[src/rseq_consts.svh]
// Register offsets, field positions, reset values and timing counts of the reset sequencer
`ifndef RSEQ_CONSTS_SVH
`define RSEQ_CONSTS_SVH
`define OFS_STATUS 5'h00
`define OFS_IRQ_EN 5'h04
`define OFS_CTRL 5'h08
`define OFS_OPTION 5'h0c
`define OFS_FORCE 5'h10
`define ST_ACTIVE 31
`define ST_WAIT_A 30
`define ST_WAIT_D 29
`define ST_QUAL_LO 16
`define ST_SRC_LO 2
`define ST_SW 1
`define ST_POR 0
`define ST_RW1C_MASK 32'h63ff0fff
`define IEN_MASK 32'h63ff0fff
`define CT_INIT 0
`define CT_SW_BRINGUP 1
`define CT_SW_ENTRY 2
`define OP_DIS_ASRT 0
`define OP_DIS_DSRT 1
`define OP_USE_QUAL 2
`define POR_RESET 1'b1
`define CLK_MHZ 40
`define ASRT_STEP_NS 100
`define HOLD_NS 500
`define DSRT_STEP_NS 100
`define ASRT_CYC ((`ASRT_STEP_NS * `CLK_MHZ + 999) / 1000)
`define HOLD_CYC ((`HOLD_NS * `CLK_MHZ + 999) / 1000)
`define DSRT_CYC ((`DSRT_STEP_NS * `CLK_MHZ + 999) / 1000)
`endif

[src/rseq_pkg.sv]
// Types shared by the reset sequencer modules
package rseq_pkg;
    typedef logic [9:0] line_vec_t;
    typedef logic [9:0] count_t;
    typedef enum logic [5:0] {
        SQ_IDLE = 6'b000001,
        SQ_ASRT = 6'b000010,
        SQ_PAUSE_A = 6'b000100,
        SQ_HOLD = 6'b001000,
        SQ_DSRT = 6'b010000,
        SQ_PAUSE_D = 6'b100000
    } seq_state_t;
endpackage

[src/rseq_in_if.sv]
// Synchronised input levels and rising-edge pulses
`timescale 1ns/1ps
interface rseq_in_if;
    import rseq_pkg::*;
    line_vec_t src_lvl;
    line_vec_t src_rise;
    line_vec_t qual_lvl;
    line_vec_t qual_rise;
    modport drv (output src_lvl, output src_rise, output qual_lvl, output qual_rise);
    modport use_side (input src_lvl, input src_rise, input qual_lvl, input qual_rise);
endinterface

[src/rseq_sync.sv]
// Two-stage synchronisers and edge detection for reset and qualifier pins
`timescale 1ns/1ps
module rseq_sync (
    input wire logic clk, // Sequencer clock
    input wire logic nrst, // Async reset, active low
    input wire rseq_pkg::line_vec_t src_raw, // Reset source pins
    input wire rseq_pkg::line_vec_t qual_raw, // Qualifier pins
    rseq_in_if.drv sig // Synchronised outputs
);
    import rseq_pkg::*;
    line_vec_t src_m_q, src_s_q, src_p_q;
    line_vec_t qual_m_q, qual_s_q, qual_p_q;

    // Two flops, then a delay flop for edge detection
    always_ff @(posedge clk or negedge nrst) begin
        if (!nrst) begin
            src_m_q <= 10'h000;
            src_s_q <= 10'h000;
            src_p_q <= 10'h000;
            qual_m_q <= 10'h000;
            qual_s_q <= 10'h000;
            qual_p_q <= 10'h000;
        end else begin
            src_m_q <= src_raw;
            src_s_q <= src_m_q;
            src_p_q <= src_s_q;
            qual_m_q <= qual_raw;
            qual_s_q <= qual_m_q;
            qual_p_q <= qual_s_q;
        end
    end

    // Levels and one-cycle assertion pulses
    assign sig.src_lvl = src_s_q;
    assign sig.src_rise = src_s_q & ~src_p_q;
    assign sig.qual_lvl = qual_s_q;
    assign sig.qual_rise = qual_s_q & ~qual_p_q;
endmodule // rseq_sync

[src/rseq_timer.sv]
// Saturating step counter with a reached flag
`timescale 1ns/1ps
module rseq_timer (
    input wire logic clk, // Sequencer clock
    input wire logic nrst, // Async reset, active low
    input wire logic clr, // Restart count
    input wire rseq_pkg::count_t limit, // Cycles to wait
    output logic done // Limit reached
);
    import rseq_pkg::*;
    count_t cnt_q;

    // Count up, hold at all ones
    always_ff @(posedge clk or negedge nrst) begin
        if (!nrst) begin
            cnt_q <= 10'h000;
        end else if (clr) begin
            cnt_q <= 10'h000;
        end else if (cnt_q != 10'h3ff) begin
            cnt_q <= cnt_q + 10'h001;
        end
    end

    // No stale reached flag while a restart is pending, else a phase would step twice
    assign done = !clr && (cnt_q >= limit);
endmodule // rseq_timer

[src/rseq_status_top.sv]
// Reset sequencer with cause log, control registers and output override
`timescale 1ns/1ps
`include "rseq_consts.svh"
module rseq_status_top (
    input wire logic REF_CLK, // 40 MHz clock
    input wire logic NRST, // Async reset, active low
    input wire rseq_pkg::line_vec_t SOURCE_RESET_LINE, // Reset sources, high
    input wire rseq_pkg::line_vec_t QUAL_LINE, // Qualifiers, high
    input wire logic [4:0] CSR_ADDR, // Byte address
    input wire logic CSR_WR, // Write strobe
    input wire logic CSR_RD, // Read strobe
    input wire logic [31:0] CSR_WDATA, // Write data
    output logic [31:0] CSR_RDATA, // Read data, next cycle
    output rseq_pkg::line_vec_t RESET_OUT, // Sequenced resets, high
    output logic IRQ // Interrupt request, high
);
    import rseq_pkg::*;

    // Width-fitted timing limits
    localparam count_t ASRT_LIM = count_t'(`ASRT_CYC);
    localparam count_t HOLD_LIM = count_t'(`HOLD_CYC);
    localparam count_t DSRT_LIM = count_t'(`DSRT_CYC);

    // Word address match
    function automatic logic hit(input logic [4:0] addr, input logic [4:0] ofs);
        hit = (addr[4:2] == ofs[4:2]);
    endfunction

    rseq_in_if in_sig();

    // Pin synchronisers
    rseq_sync u_sync (
        .clk(REF_CLK),
        .nrst(NRST),
        .src_raw(SOURCE_RESET_LINE),
        .qual_raw(QUAL_LINE),
        .sig(in_sig)
    );

    seq_state_t state_q;
    line_vec_t seq_q;
    logic [3:0] idx_q;
    logic tmr_clr_q;
    logic tmr_done;
    count_t tmr_lim;

    // Step delay counter
    rseq_timer u_timer (
        .clk(REF_CLK),
        .nrst(NRST),
        .clr(tmr_clr_q),
        .limit(tmr_lim),
        .done(tmr_done)
    );

    logic wait_a_q;
    logic wait_d_q;
    line_vec_t qual_log_q;
    line_vec_t src_log_q;
    logic sw_log_q;
    logic por_q;
    logic [31:0] ien_q;
    logic sw_entry_q;
    logic sw_bringup_q;
    logic dis_asrt_q;
    logic dis_dsrt_q;
    logic use_qual_q;
    line_vec_t force_q;
    line_vec_t out_q;
    logic [31:0] rdata_q;
    logic irq_q;

    // Bus decode
    logic wr_status;
    logic wr_ien;
    logic wr_ctrl;
    logic wr_option;
    logic wr_force;
    logic [31:0] w1c;
    assign wr_status = CSR_WR && hit(CSR_ADDR, `OFS_STATUS);
    assign wr_ien = CSR_WR && hit(CSR_ADDR, `OFS_IRQ_EN);
    assign wr_ctrl = CSR_WR && hit(CSR_ADDR, `OFS_CTRL);
    assign wr_option = CSR_WR && hit(CSR_ADDR, `OFS_OPTION);
    assign wr_force = CSR_WR && hit(CSR_ADDR, `OFS_FORCE);
    assign w1c = wr_status ? (CSR_WDATA & `ST_RW1C_MASK) : 32'h0000_0000;

    // Sequence events
    logic active;
    logic sw_start;
    logic hw_start;
    logic start;
    logic set_wait_a;
    logic set_wait_d;
    assign active = (state_q != SQ_IDLE);
    assign sw_start = wr_ctrl && CSR_WDATA[`CT_INIT] && !active;
    assign hw_start = |in_sig.src_rise;
    assign start = !active && (sw_start || hw_start);

    // Step readiness; software stepping ignores timers and qualifiers
    logic asrt_ready;
    logic dsrt_ready;
    logic qual_ok;
    assign qual_ok = in_sig.qual_lvl[idx_q];
    assign asrt_ready = sw_entry_q || tmr_done;
    assign dsrt_ready = sw_bringup_q || (use_qual_q ? qual_ok : tmr_done);
    assign set_wait_a = (state_q == SQ_ASRT) && !dis_asrt_q && asrt_ready && sw_entry_q;
    assign set_wait_d = (state_q == SQ_DSRT) && !dis_dsrt_q && dsrt_ready && sw_bringup_q;

    // Limit used by the current phase
    always_comb begin
        unique case (state_q)
            SQ_HOLD: tmr_lim = HOLD_LIM;
            SQ_DSRT: tmr_lim = DSRT_LIM;
            default: tmr_lim = ASRT_LIM;
        endcase
    end

    // Sequencer state machine
    always_ff @(posedge REF_CLK or negedge NRST) begin
        if (!NRST) begin
            state_q <= SQ_IDLE;
            seq_q <= 10'h000;
            idx_q <= 4'h0;
            tmr_clr_q <= 1'b1;
        end else begin
            tmr_clr_q <= 1'b0;
            unique case (state_q)
                SQ_IDLE: begin
                    if (start) begin
                        state_q <= SQ_ASRT;
                        idx_q <= 4'h0;
                        tmr_clr_q <= 1'b1;
                    end
                end
                SQ_ASRT: begin
                    if (dis_asrt_q) begin
                        seq_q <= 10'h3ff;
                        state_q <= SQ_HOLD;
                        tmr_clr_q <= 1'b1;
                    end else if (asrt_ready) begin
                        seq_q[idx_q] <= 1'b1;
                        idx_q <= (idx_q == 4'h9) ? 4'h0 : idx_q + 4'h1;
                        tmr_clr_q <= 1'b1;
                        if (sw_entry_q) begin
                            state_q <= SQ_PAUSE_A;
                        end else if (idx_q == 4'h9) begin
                            state_q <= SQ_HOLD;
                        end
                    end
                end
                SQ_PAUSE_A: begin
                    if (!wait_a_q) begin
                        state_q <= (&seq_q) ? SQ_HOLD : SQ_ASRT;
                        tmr_clr_q <= 1'b1;
                    end
                end
                SQ_HOLD: begin
                    if (tmr_done && !(|in_sig.src_lvl)) begin
                        state_q <= SQ_DSRT;
                        idx_q <= 4'h0;
                        tmr_clr_q <= 1'b1;
                    end
                end
                SQ_DSRT: begin
                    if (dis_dsrt_q) begin
                        seq_q <= 10'h000;
                        state_q <= SQ_IDLE;
                    end else if (dsrt_ready) begin
                        seq_q[idx_q] <= 1'b0;
                        idx_q <= (idx_q == 4'h9) ? 4'h0 : idx_q + 4'h1;
                        tmr_clr_q <= 1'b1;
                        if (sw_bringup_q) begin
                            state_q <= SQ_PAUSE_D;
                        end else if (idx_q == 4'h9) begin
                            state_q <= SQ_IDLE;
                        end
                    end
                end
                SQ_PAUSE_D: begin
                    if (!wait_d_q) begin
                        state_q <= (|seq_q) ? SQ_DSRT : SQ_IDLE;
                        tmr_clr_q <= 1'b1;
                    end
                end
            endcase
        end
    end

    // Waiting-for-software flags; a new wait wins over a clear
    always_ff @(posedge REF_CLK or negedge NRST) begin
        if (!NRST) begin
            wait_a_q <= 1'b0;
            wait_d_q <= 1'b0;
        end else begin
            wait_a_q <= (wait_a_q & ~w1c[`ST_WAIT_A]) | set_wait_a;
            wait_d_q <= (wait_d_q & ~w1c[`ST_WAIT_D]) | set_wait_d;
        end
    end

    // Cause log; set wins over clear
    always_ff @(posedge REF_CLK or negedge NRST) begin
        if (!NRST) begin
            qual_log_q <= 10'h000;
            src_log_q <= 10'h000;
            sw_log_q <= 1'b0;
        end else begin
            qual_log_q <= (qual_log_q & ~w1c[`ST_QUAL_LO +: 10]) | in_sig.qual_rise;
            src_log_q <= (src_log_q & ~w1c[`ST_SRC_LO +: 10]) | in_sig.src_rise;
            sw_log_q <= (sw_log_q & ~w1c[`ST_SW]) | sw_start;
        end
    end

    // Power-on cause: set by own reset, cleared only by software
    always_ff @(posedge REF_CLK or negedge NRST) begin
        if (!NRST) begin
            por_q <= `POR_RESET;
        end else if (w1c[`ST_POR]) begin
            por_q <= 1'b0;
        end
    end

    // Control, option and enable registers
    always_ff @(posedge REF_CLK or negedge NRST) begin
        if (!NRST) begin
            ien_q <= 32'h0000_0000;
            sw_entry_q <= 1'b0;
            sw_bringup_q <= 1'b0;
            dis_asrt_q <= 1'b0;
            dis_dsrt_q <= 1'b0;
            use_qual_q <= 1'b0;
            force_q <= 10'h000;
        end else begin
            if (wr_ien) begin
                ien_q <= CSR_WDATA & `IEN_MASK;
            end
            if (wr_ctrl) begin
                sw_entry_q <= CSR_WDATA[`CT_SW_ENTRY];
                sw_bringup_q <= CSR_WDATA[`CT_SW_BRINGUP];
            end
            if (wr_option) begin
                dis_asrt_q <= CSR_WDATA[`OP_DIS_ASRT];
                dis_dsrt_q <= CSR_WDATA[`OP_DIS_DSRT];
                use_qual_q <= CSR_WDATA[`OP_USE_QUAL];
            end
            if (wr_force) begin
                force_q <= CSR_WDATA[9:0];
            end
        end
    end

    // Assembled status word, reserved bits zero
    logic [31:0] status;
    always_comb begin
        status = 32'h0000_0000;
        status[`ST_ACTIVE] = active;
        status[`ST_WAIT_A] = wait_a_q;
        status[`ST_WAIT_D] = wait_d_q;
        status[`ST_QUAL_LO +: 10] = qual_log_q;
        status[`ST_SRC_LO +: 10] = src_log_q;
        status[`ST_SW] = sw_log_q;
        status[`ST_POR] = por_q;
    end

    // Read data; unmapped and write-only bits read zero
    always_ff @(posedge REF_CLK or negedge NRST) begin
        if (!NRST) begin
            rdata_q <= 32'h0000_0000;
        end else if (CSR_RD) begin
            rdata_q <= 32'h0000_0000;
            if (hit(CSR_ADDR, `OFS_STATUS)) begin
                rdata_q <= status;
            end else if (hit(CSR_ADDR, `OFS_IRQ_EN)) begin
                rdata_q <= ien_q;
            end else if (hit(CSR_ADDR, `OFS_CTRL)) begin
                rdata_q <= {29'h0, sw_entry_q, sw_bringup_q, 1'b0};
            end else if (hit(CSR_ADDR, `OFS_OPTION)) begin
                rdata_q <= {29'h0, use_qual_q, dis_dsrt_q, dis_asrt_q};
            end else if (hit(CSR_ADDR, `OFS_FORCE)) begin
                rdata_q <= {22'h0, force_q};
            end
        end
    end

    // Reset outputs: sequencer OR software force
    always_ff @(posedge REF_CLK or negedge NRST) begin
        if (!NRST) begin
            out_q <= 10'h000;
        end else begin
            out_q <= seq_q | force_q;
        end
    end

    // Interrupt from enabled status bits
    always_ff @(posedge REF_CLK or negedge NRST) begin
        if (!NRST) begin
            irq_q <= 1'b0;
        end else begin
            irq_q <= |(status & ien_q & `IEN_MASK);
        end
    end

    assign CSR_RDATA = rdata_q;
    assign RESET_OUT = out_q;
    assign IRQ = irq_q;
endmodule // rseq_status_top

[config.mk]
export PLATFORM = sky130hd
export DESIGN_NAME = rseq_status_top
export DESIGN_NICKNAME = d
export VERILOG_FILES = /design/src/rseq_pkg.sv /design/src/rseq_in_if.sv /design/src/rseq_sync.sv /design/src/rseq_timer.sv /design/src/rseq_status_top.sv
export VERILOG_INCLUDE_DIRS = /design/src /design/src/src
export SDC_FILE = /design/constraint.sdc
export NUM_CORES = 1
export LEC_CHECK = 0
export BUFFER_PORTS_ARGS = -buffer_cell sky130_fd_sc_hd__buf_2
export CORE_ASPECT_RATIO = 1.5
export CORE_MARGIN = 2
export CORE_UTILIZATION = 50
export DETAILED_ROUTE_END_ITERATION = 10
export GPL_ROUTABILITY_DRIVEN = 0
export PLACE_DENSITY_LB_ADDON = 0.25
export SLEW_MARGIN = 30
export SYNTH_ARGS = -nofsm -noshare
export SYNTH_HDL_FRONTEND = slang
export SYNTH_SLANG_ARGS = --single-unit
[constraint.sdc]
create_clock -name REF_CLK -period 8.4 [get_ports REF_CLK]
set_input_delay 0.84 -clock REF_CLK [delete_from_list [all_inputs] [get_ports REF_CLK]]
set_output_delay 0.84 -clock REF_CLK [all_outputs]
set_load 0.02 [all_outputs]
==> impl_metrics.toml, run 1 <==
[synth]
synthAdderAreaFrac_pct = 0.478
synthMuxAreaShare_pct = 10.1
yosysTopAreaCell = "dfrtp_1"
synth_edf_count = 0
synth_top_area_share_pct = 59.6
synth_xor_area_share_pct = 1.00
synth_flop_cell = "dfrtp_1"
synthDistinctLibCells = 55
yosys_warnings = 0
synth_top_family_by_area = "compound AO/OA/AOI/OAI gates"
yosys.area_share.simple_pct = 11.8
syn-cell-area_um2 = 7860
yosys-top-cells-area = "dfrtp_1 (60%), mux2_2 (5.6%), mux2i_1 (3.6%)"
avgSynthCellArea_um2 = 11.4
synth_seq_area_share_pct = 60.6
postSynthCellCount = 687
synth-compound-area-share_pct = 12.0
ys_ff_latch = 190
async_flop_share_pct = 100

[sta]
fmax_mhz = 299
hold_slack_ns = 0.306
final_max_slew_viol_count = 0
relSlewSlack_pct = 39.1
worst_pin_slew_ns = 0.913
rsz0062_at_grt = "no"
finClkSkew_ns = 0.0109
timing_hold_violations_final = 0
period_share_pct = 39.8
setup_viol = 0
period_needed_ns = 3.34
fin_tns_setup_ns = 0

[critical_path]
path_cells = "nor4_1 -> nand3b_1 -> ha_1 -> o21ai_0 -> a31oi_2 -> a221oi_1 -> or2_1 -> a2111o_1 -> mux2_4"
critical-path-top-delay-family = "compound AO/OA/AOI/OAI gates"
critPathArrivalTime_ns = 3.66
crit_path_max_fanout = 10
cp.required_ns = 8.72
cp-start-kind = "register"
rrSetupSlack_ns = 5.06
path_buf_inv = 0
critPathSlowestCell = "a2111o_1"
crit_type = "reg2reg"
worst_setup_path_end_kind = "register"
critPathMaxStageDelay_ns = 0.53

[placed_design]
port-buffer-count = 86
dp.cells = 951
dp_hpwl_um = 12600

[global_route]
grt_pass1_wl_um = 28000
first_global_vias = 5432
antenna_found_initial = 0
grt_max_degree = 112
overflow = 0
track_usage_pct = 21.9

[power_and_ir_drop]
power_density_nw_per_um2 = 287
p_switching_w = 0.000858
clock_power_share_pct = 32.0
pwr-share-seq_pct = 46.2
p_leak_nw = 4.05
peakVddDrop_uv = 133
power_w = 0.00261
swShare_pct = 32.8
combPwrFrac_pct = 21.8
p_int_w = 0.00175

[routing]
drt_iter0_markers = 344
final_antenna_net_count = 0
drc = 0
wl_um = 17400
wl_per_cell_um = 17.7
drt_pass1_iterations = 5
vias = 5443
vias_per_cell = 5.53

[die]
die_w_um = 106
row_count = 56
start_util_pct = 50.7
io_pins = 104
coreArea_um2 = 15500
fp.dieArea_um2 = 16800
die_height_um = 158

[layout]
final_cell_mix = "dfrtp_1 (187), buf_2 (85), nand2_1 (56), o21ai_0 (45), nor2_1 (45)"
layout_commonest_cell = "dfrtp_1"
syn2layout_area_growth_pct = 15.8
fin_util_pct = 58.8
fin_cells = 984
final_layout_size_suffix_gt1_share_pct = 23.3
diodes = 0
final_nets = 832

[clock_tree]
clk_path_buf_depth = 2
hold_buffers = 0
cts_resized = 0
cts_tree = "built"
post-cts-setup-buffers = 0
cts_max_level = 4
cts-root-buf = "clkbuf_16"
clkTransAtPathRegs_ns = 0.08
numCtsBuffers = 17
cts_sinks = 190
clk_latency_ns = 0.43

[status]
status = "finished, final reports clean"

[job]
cap_violations = 0

[min_path]
holdCritPathClass = "in2async"
[metal layers]
metal  track usage, %  up-vias  routed length, um
met5                0        -                  0
met4             10.1        0                663
met3             4.43       39                830
met2             37.5      186               8940
met1             26.6     2653               6970
li1                 -     2565                  -
[power by group through the flow]
stage	clock, W	combinational [W]	sequential, W
after floorplan	0	0.000422	0.00117
after global placement	0	0.000540	0.00121
after detailed placement	0	0.000560	0.00122
after CTS	0.000852	0.000564	0.00120
after global routing	0.000893	0.000629	0.00122
final	0.000836	0.000568	0.00121
[synth_stat cells (3+ instances only)]
library cell	instances
dfrtp_1	187
nand2_1	56
nor2_1	45
o21ai_0	45
inv_1	40
mux2_2	39
a21oi_1	35
mux2i_1	28
o22ai_1	21
clkbuf_1	20
nor2b_1	14
a21o_1	10
or2_2	10
a22oi_1	9
nand2b_1	9
nor3_1	9
nor4_1	9
buf_4	8
nand3_1	6
nand4_1	6
xor2_1	6
a31oi_1	5
nand3b_1	5
a22o_1	4
and3_1	4
nor3b_1	4
a221oi_1	3
buf_2	3
dfstp_2	3
ha_1	3
o21bai_1	3
o31ai_1	3
or4_1	3
xnor2_1	3
[through the flow]
stage,instance area (um^2),worst slack [ns]
2_1_floorplan,7880,5.48
3_3_place_gp,8430,5.19
3_5_place_dp,8430,5.09
4_1_cts,9060,5.07
5_1_grt,9100,4.86
6_report,9100,5.06
[worst paths after layout]
kind,to,depth (start not counted),from
min in group REF_CLK,u_sync.sig.src_lvl[5],0,u_sync.src_m_q[5]
max,state_q[1],9,state_q[4]
min reg2reg,u_sync.sig.src_lvl[5],0,u_sync.src_m_q[5]
max reg2reg,state_q[1],9,state_q[4]
min,u_timer.cnt_q[6],1,NRST
max in group asynchronous,qual_log_q[1],2,NRST
[final cells by class]
cell class                 instances  area [um^2]
timing repair buffer              90          493
clock inverter                    14          196
inverter                          40          150
multi-input combinational        429         2820
sequential                       190         4760
clock buffer                      18          429
tap                              203          254
fill                            1305         6390
[sequential cells by signal, summed over array words and instances, names as in the netlist, 4 cells and up]
register / flops
CSR_RDATA: 25
RESET_OUT: 10
force_q: 10
idx_q: 4
ien_q: 24
qual_log_q: 10
seq_q: 10
src_log_q: 10
state_q: 6
u_sync.qual_m_q: 10
u_sync.qual_p_q: 10
u_sync.sig.qual_lvl: 10
u_sync.sig.src_lvl: 10
u_sync.src_m_q: 10
u_sync.src_p_q: 10
u_timer.cnt_q: 10
[cell families after synthesis]
family	after synthesis
DFF	190
and+or+nand+nor	187
AOI/OAI and AO/OA	152
buffers and inverters	74
muxes	71
xor gates and xnor gates	9
adders and majority gates	3
other	1
(Power assumes the default switching activity.)
==> run 2, diff against run 1 <==
clock period = 3.5 ns   (was 8.4 ns; I/O delays follow)
==> impl_metrics.toml, run 2 (synthesis gave the netlist of run 1 again) <==
[global_route]
grt_use_met2_pct = 39.7
first_global_vias = 5647
use_met1_pct = 26.5
grt_max_degree = 97
overflow = 0
track_usage_pct = 22.4
use_met3_pct = 4.43
antenna_found_initial = 0
busiest_layer = "met2"
grt_pass1_wl_um = 28700

[clock_tree]
cts-root-buf = "clkbuf_16"
cts_tree = "built"
clkTransAtPathRegs_ns = 0.07
clk_latency_ns = 0.44
cts_max_level = 4
post-cts-setup-buffers = 0
cts_resized = 0
numCtsBuffers = 17
clk_path_buf_depth = 2
cts_sinks = 190

[job]
cap_violations = 0

[sta]
relSlewSlack_pct = 41.9
hold_slack_ns = -0.0371
finClkSkew_ns = 0.0157
worst_pin_slew_ns = 0.872
fmax_mhz = 305
timing_hold_violations_final = 5
fin_ws_ns = 0.226
fin_tns_setup_ns = 0
setup_viol = 0
final_max_slew_viol_count = 0
period_share_pct = 93.5
rsz0062_at_grt = "no"
period_needed_ns = 3.27

[placed_design]
dp_hpwl_um = 12800
pre_cts_slack_ns = 0.216
port-buffer-count = 86
dp.cells = 956
dpl-instance-area_um2 = 8480

[routing]
vias_per_cell = 5.52
vias = 5456
drt_pass1_iterations = 6
drt_iter0_markers = 299
wl_um = 17600
final_antenna_net_count = 0
drc = 0
wl_per_cell_um = 17.8

[layout]
fin_cells = 988
diodes = 0
final_cell_mix = "dfrtp_1 (187), buf_2 (85), nand2_1 (56), o21ai_0 (45), nor2_1 (45)"
final_layout_size_suffix_gt1_share_pct = 23.6
layout_commonest_cell = "dfrtp_1"
final_nets = 836
final_area_um2 = 9080
largest_reg_flops = 25
syn2layout_area_growth_pct = 15.5

[critical_path]
crit_type = "reg2reg"
worst_setup_path_end_kind = "register"
path_cells = "nor4_1 -> nand3b_1 -> ha_1 -> o21ai_0 -> a31oi_2 -> a221oi_1 -> or2_1 -> a2111o_1 -> mux2_4"
cp.required_ns = 3.81
critPathSlowestCell = "a2111o_1"
rrSetupSlack_ns = 0.23
cp-start-kind = "register"
crit_path_max_fanout = 10
critPathArrivalTime_ns = 3.59
critPathMaxStageDelay_ns = 0.53

[die]
row_count = 56
start_util_pct = 50.7
die_w_um = 106
die_height_um = 158
fp.dieArea_um2 = 16800
io_pins = 104
coreArea_um2 = 15500

[power_and_ir_drop]
power_density_nw_per_um2 = 679
peakVddDrop_uv = 353
p_leak_nw = 4.05

[status]
status = "finished, violations left"
violations = "hold timing"

[min_path]
holdCritPathClass = "in2async"
## run 2: cell count changes in the layout (fill, tap and decap cells not counted), sizes merged
cell,delta
bufinv,-2
inv,-1
clkinv,+2
buf,+5
## run 2: routing by layer
metal  share of wire, %  vias up  wire length (um)
met5                  0        -                 0
met4                3.0        0               535
met3                3.7       50               657
met2                 52      160              9180
met1                 41     2679              7230
li1                   -     2567                 -
## run 2: worst max-delay path, delay by kind of cell, from the launching register on
kind / cells / cell delay [ns]
adder cells (fa/ha/maj): 1 / 0.33
AO/OA/AOI/OAI: 4 / 1.10
flip-flops: 1 / 0.49
multiplexers: 1 / 0.33
AND/OR/NAND/NOR: 3 / 0.91
## run 2: cell type report
class                           count  area (um^2)
Fill cell                        1292         6410
Tap cell                          203          254
Clock inverter                     13          149
Sequential cell                   190         4760
Timing Repair Buffer               94          509
Inverter                           40          150
Multi-Input combinational cell    429         2810
Clock buffer                       19          443
## run 2: final timing paths
| path | cells past startpoint | end | from |
|---|---|---|---|
| min in group REF_CLK | 1 | u_sync.qual_m_q[4] | QUAL_LINE[4] |
| hold reg to reg | 0 | u_sync.sig.qual_lvl[3] | u_sync.qual_m_q[3] |
| max in group asynchronous | 2 | state_q[0] | NRST |
| setup reg to reg | 9 | state_q[4] | state_q[4] |
| hold / removal | 1 | u_timer.cnt_q[8] | NRST |
| setup / recovery | 9 | state_q[4] | state_q[4] |
## run 2: stage by stage
stage,hold WS (ns),util [%],power [W]
floorplan,0.0544,-,0.00382
global placement,0.335,54.8,0.00423
detailed placement,0.335,54.8,0.00431
CTS,0.00249,58.6,0.00620
global route,0.00112,58.6,0.00649
finish,-0.0371,58.6,0.00616
## run 2: what timing repair did
action                                  CTS  global route
endpoints found under the setup margin    0             1
hold endpoints to repair                  0             0
hold buffers                              0             0
## run 2: power breakdown
group | switching, W | total (W) | internal [W]
clock | 0.000910 | 0.00188 | 0.000974
sequential | 0.000368 | 0.00289 | 0.00252
combinational | 0.000789 | 0.00139 | 0.000602
total | 0.00207 | 0.00616 | 0.00410
==> run 3, diff against run 2 <==
ABC_AREA = 1   (was not set)
GPL_ROUTABILITY_DRIVEN = not set   (was 0)
==> impl_metrics.toml, run 3 <==
[clock_tree]
clk_path_buf_depth = 2
post-cts-setup-buffers = 0
cts-root-buf = "clkbuf_16"
cts_tree = "built"
cts_max_level = 4
clk_latency_ns = 0.43
numCtsBuffers = 17
hold_buffers = 0
cts_sinks = 190
cts_resized = 0
clkTransAtPathRegs_ns = 0.07

[placed_design]
gp_congestion = 0.919
dpl-instance-area_um2 = 8660
dp_hpwl_um = 13500
dp.cells = 1149
port-buffer-count = 86
pre_cts_slack_ns = 0.750

[routing]
vias = 6225
wl_um = 18700
drt_iter0_markers = 410
drc = 0
vias_per_cell = 5.27
final_antenna_net_count = 0
drt_pass1_iterations = 5
wl_per_cell_um = 15.9

[layout]
fin_cells = 1181
final_cell_mix = "nand2_1 (199), dfrtp_1 (187), o21ai_0 (116), inv_1 (109), buf_2 (85)"
final_layout_size_suffix_gt1_share_pct = 16.9
largest_reg_flops = 25
syn2layout_area_growth_pct = 14.9
final_nets = 1029
layout_commonest_cell = "nand2_1"
diodes = 0
fillers = 1425
final_area_um2 = 9260
fin_util_pct = 59.0

[synth]
synth_edf_count = 0
ys_ff_latch = 190
synthDistinctLibCells = 44
syn-cell-area_um2 = 8060
synth_top_area_share_pct = 58.0
yosys_warnings = 0
synth_seq_area_share_pct = 59.0
yosys-top-cells-area = "dfrtp_1 (58%), nand2_1 (9.3%), o21ai_0 (7.2%)"
avgSynthCellArea_um2 = 9.16
async_flop_share_pct = 100
synth_flop_cell = "dfrtp_1"
yosysTopAreaCell = "dfrtp_1"
postSynthCellCount = 880
synthTopCellsByCount = "nand2_1 (199), dfrtp_1 (187), o21ai_0 (116), inv_1 (109), nand3_1 (70)"
synth.most_common_cell = "nand2_1"

[critical_path]
startpoint = "state_q[4]"
rrSetupSlack_ns = 0.71
critPathArrivalTime_ns = 3.15
worst_setup_path_end_kind = "register"
critPathCapture = "seq_q[8]"
cp.required_ns = 3.86
crit_type = "reg2reg"
timing.rr.end = "seq_q[8]"
crit_path_max_fanout = 11
cp-start-kind = "register"
worst_r2r_path_depth = 12
reg2reg_from = "state_q[4]"

[global_route]
overflow = 0
grt_pass1_wl_um = 31000
first_global_vias = 6044
track_usage_pct = 23.1
antenna_found_initial = 0
grt_max_degree = 100

[die]
die_height_um = 160
fp.dieArea_um2 = 17200
io_pins = 104
start_util_pct = 51.4
row_count = 56
coreArea_um2 = 15700
die_w_um = 108

[sta]
period_share_pct = 79.7
worst_pin_slew_ns = 0.814
fmax_mhz = 359
fin_ws_ns = 0.711
rsz0062_at_grt = "no"
setup_viol = 0
relSlewSlack_pct = 45.7
hold_slack_ns = -0.0426
finClkSkew_ns = 0.00865
period_needed_ns = 2.79
fin_tns_setup_ns = 0
timing_hold_violations_final = 12
final_max_slew_viol_count = 0

[power_and_ir_drop]
power_density_nw_per_um2 = 689
p_leak_nw = 4.54
peakVddDrop_uv = 343

[job]
cap_violations = 0

[status]
status = "finished, violations left"
violations = "hold timing"

[min_path]
holdCritPathClass = "in2async"
[run 3: kinds of logic after synthesis]
logic type / count (synthesis) / share of synthesized area [%]
simple gates: 380 / 21.4
flops: 190 / 59.0
compound gates: 161 / 11.7
buf+inv: 144 / 7.33
fa+ha+maj: 3 / 0.466
xor+xnor: 1 / 0.109
other cells: 1 / 0.0465
[run 3: layout make-up]
class / count / area (um^2) / area share [%]
flip-flops and latches: 190 / 4760 / 51.4
multi-input cells: 552 / 2740 / 29.5
repair buffers: 92 / 497 / 5.36
clock buffers: 19 / 433 / 4.67
inverters: 112 / 420 / 4.54
well taps: 203 / 254 / 2.74
clock inverters: 13 / 165 / 1.78
[run 3: metrics by stage]
stage                     total power (W)  hold slack, ns
final                             0.00638         -0.0426
after global routing              0.00676         0.00387
after CTS                         0.00641          0.0165
after detailed placement          0.00448           0.336
after global placement            0.00442           0.333
after floorplan                   0.00400          0.0544
[run 3: worst max-delay path: stages (launching register included)]
cell,delay (ns)
dfrtp_1,0.44
nor2_2,0.20
nand4_1,0.30
ha_1,0.38
o21ai_0,0.07
nand4_1,0.20
nand3_1,0.12
nand2_1,0.05
inv_1,0.09
nand4_1,0.39
nand2_2,0.33
nand2_1,0.09
nand2_1,0.07
[run 3: layer usage]
metal,up-vias,wire (um),part of all wire [%],global-route usage (%)
met4,0,514,2.7,8.92
met2,182,9440,50,37.6
li1,3034,-,-,-
met1,2972,8040,43,30.9
met3,37,743,4.0,3.72
met5,-,0,0,0
[run 3: where the power goes]
group	switching [W]	internal, W
sequential	0.000313	0.00254
combinational	0.00103	0.000563
clock	0.000907	0.00103
total	0.00225	0.00413
[run 3: worst min-delay path by stage]
stage,from,to,slack (ns),depth (start not counted)
floorplan,NRST,CSR_RDATA[0],0.05,0
global placement,u_sync.qual_m_q[4],u_sync.sig.qual_lvl[4],0.33,0
detailed placement,u_sync.src_m_q[1],u_sync.sig.src_lvl[1],0.34,0
CTS,SOURCE_RESET_LINE[0],u_sync.src_m_q[0],0.02,1
global route,SOURCE_RESET_LINE[0],u_sync.src_m_q[0],0.004,1
finish,NRST,u_sync.qual_m_q[1],-0.04,1
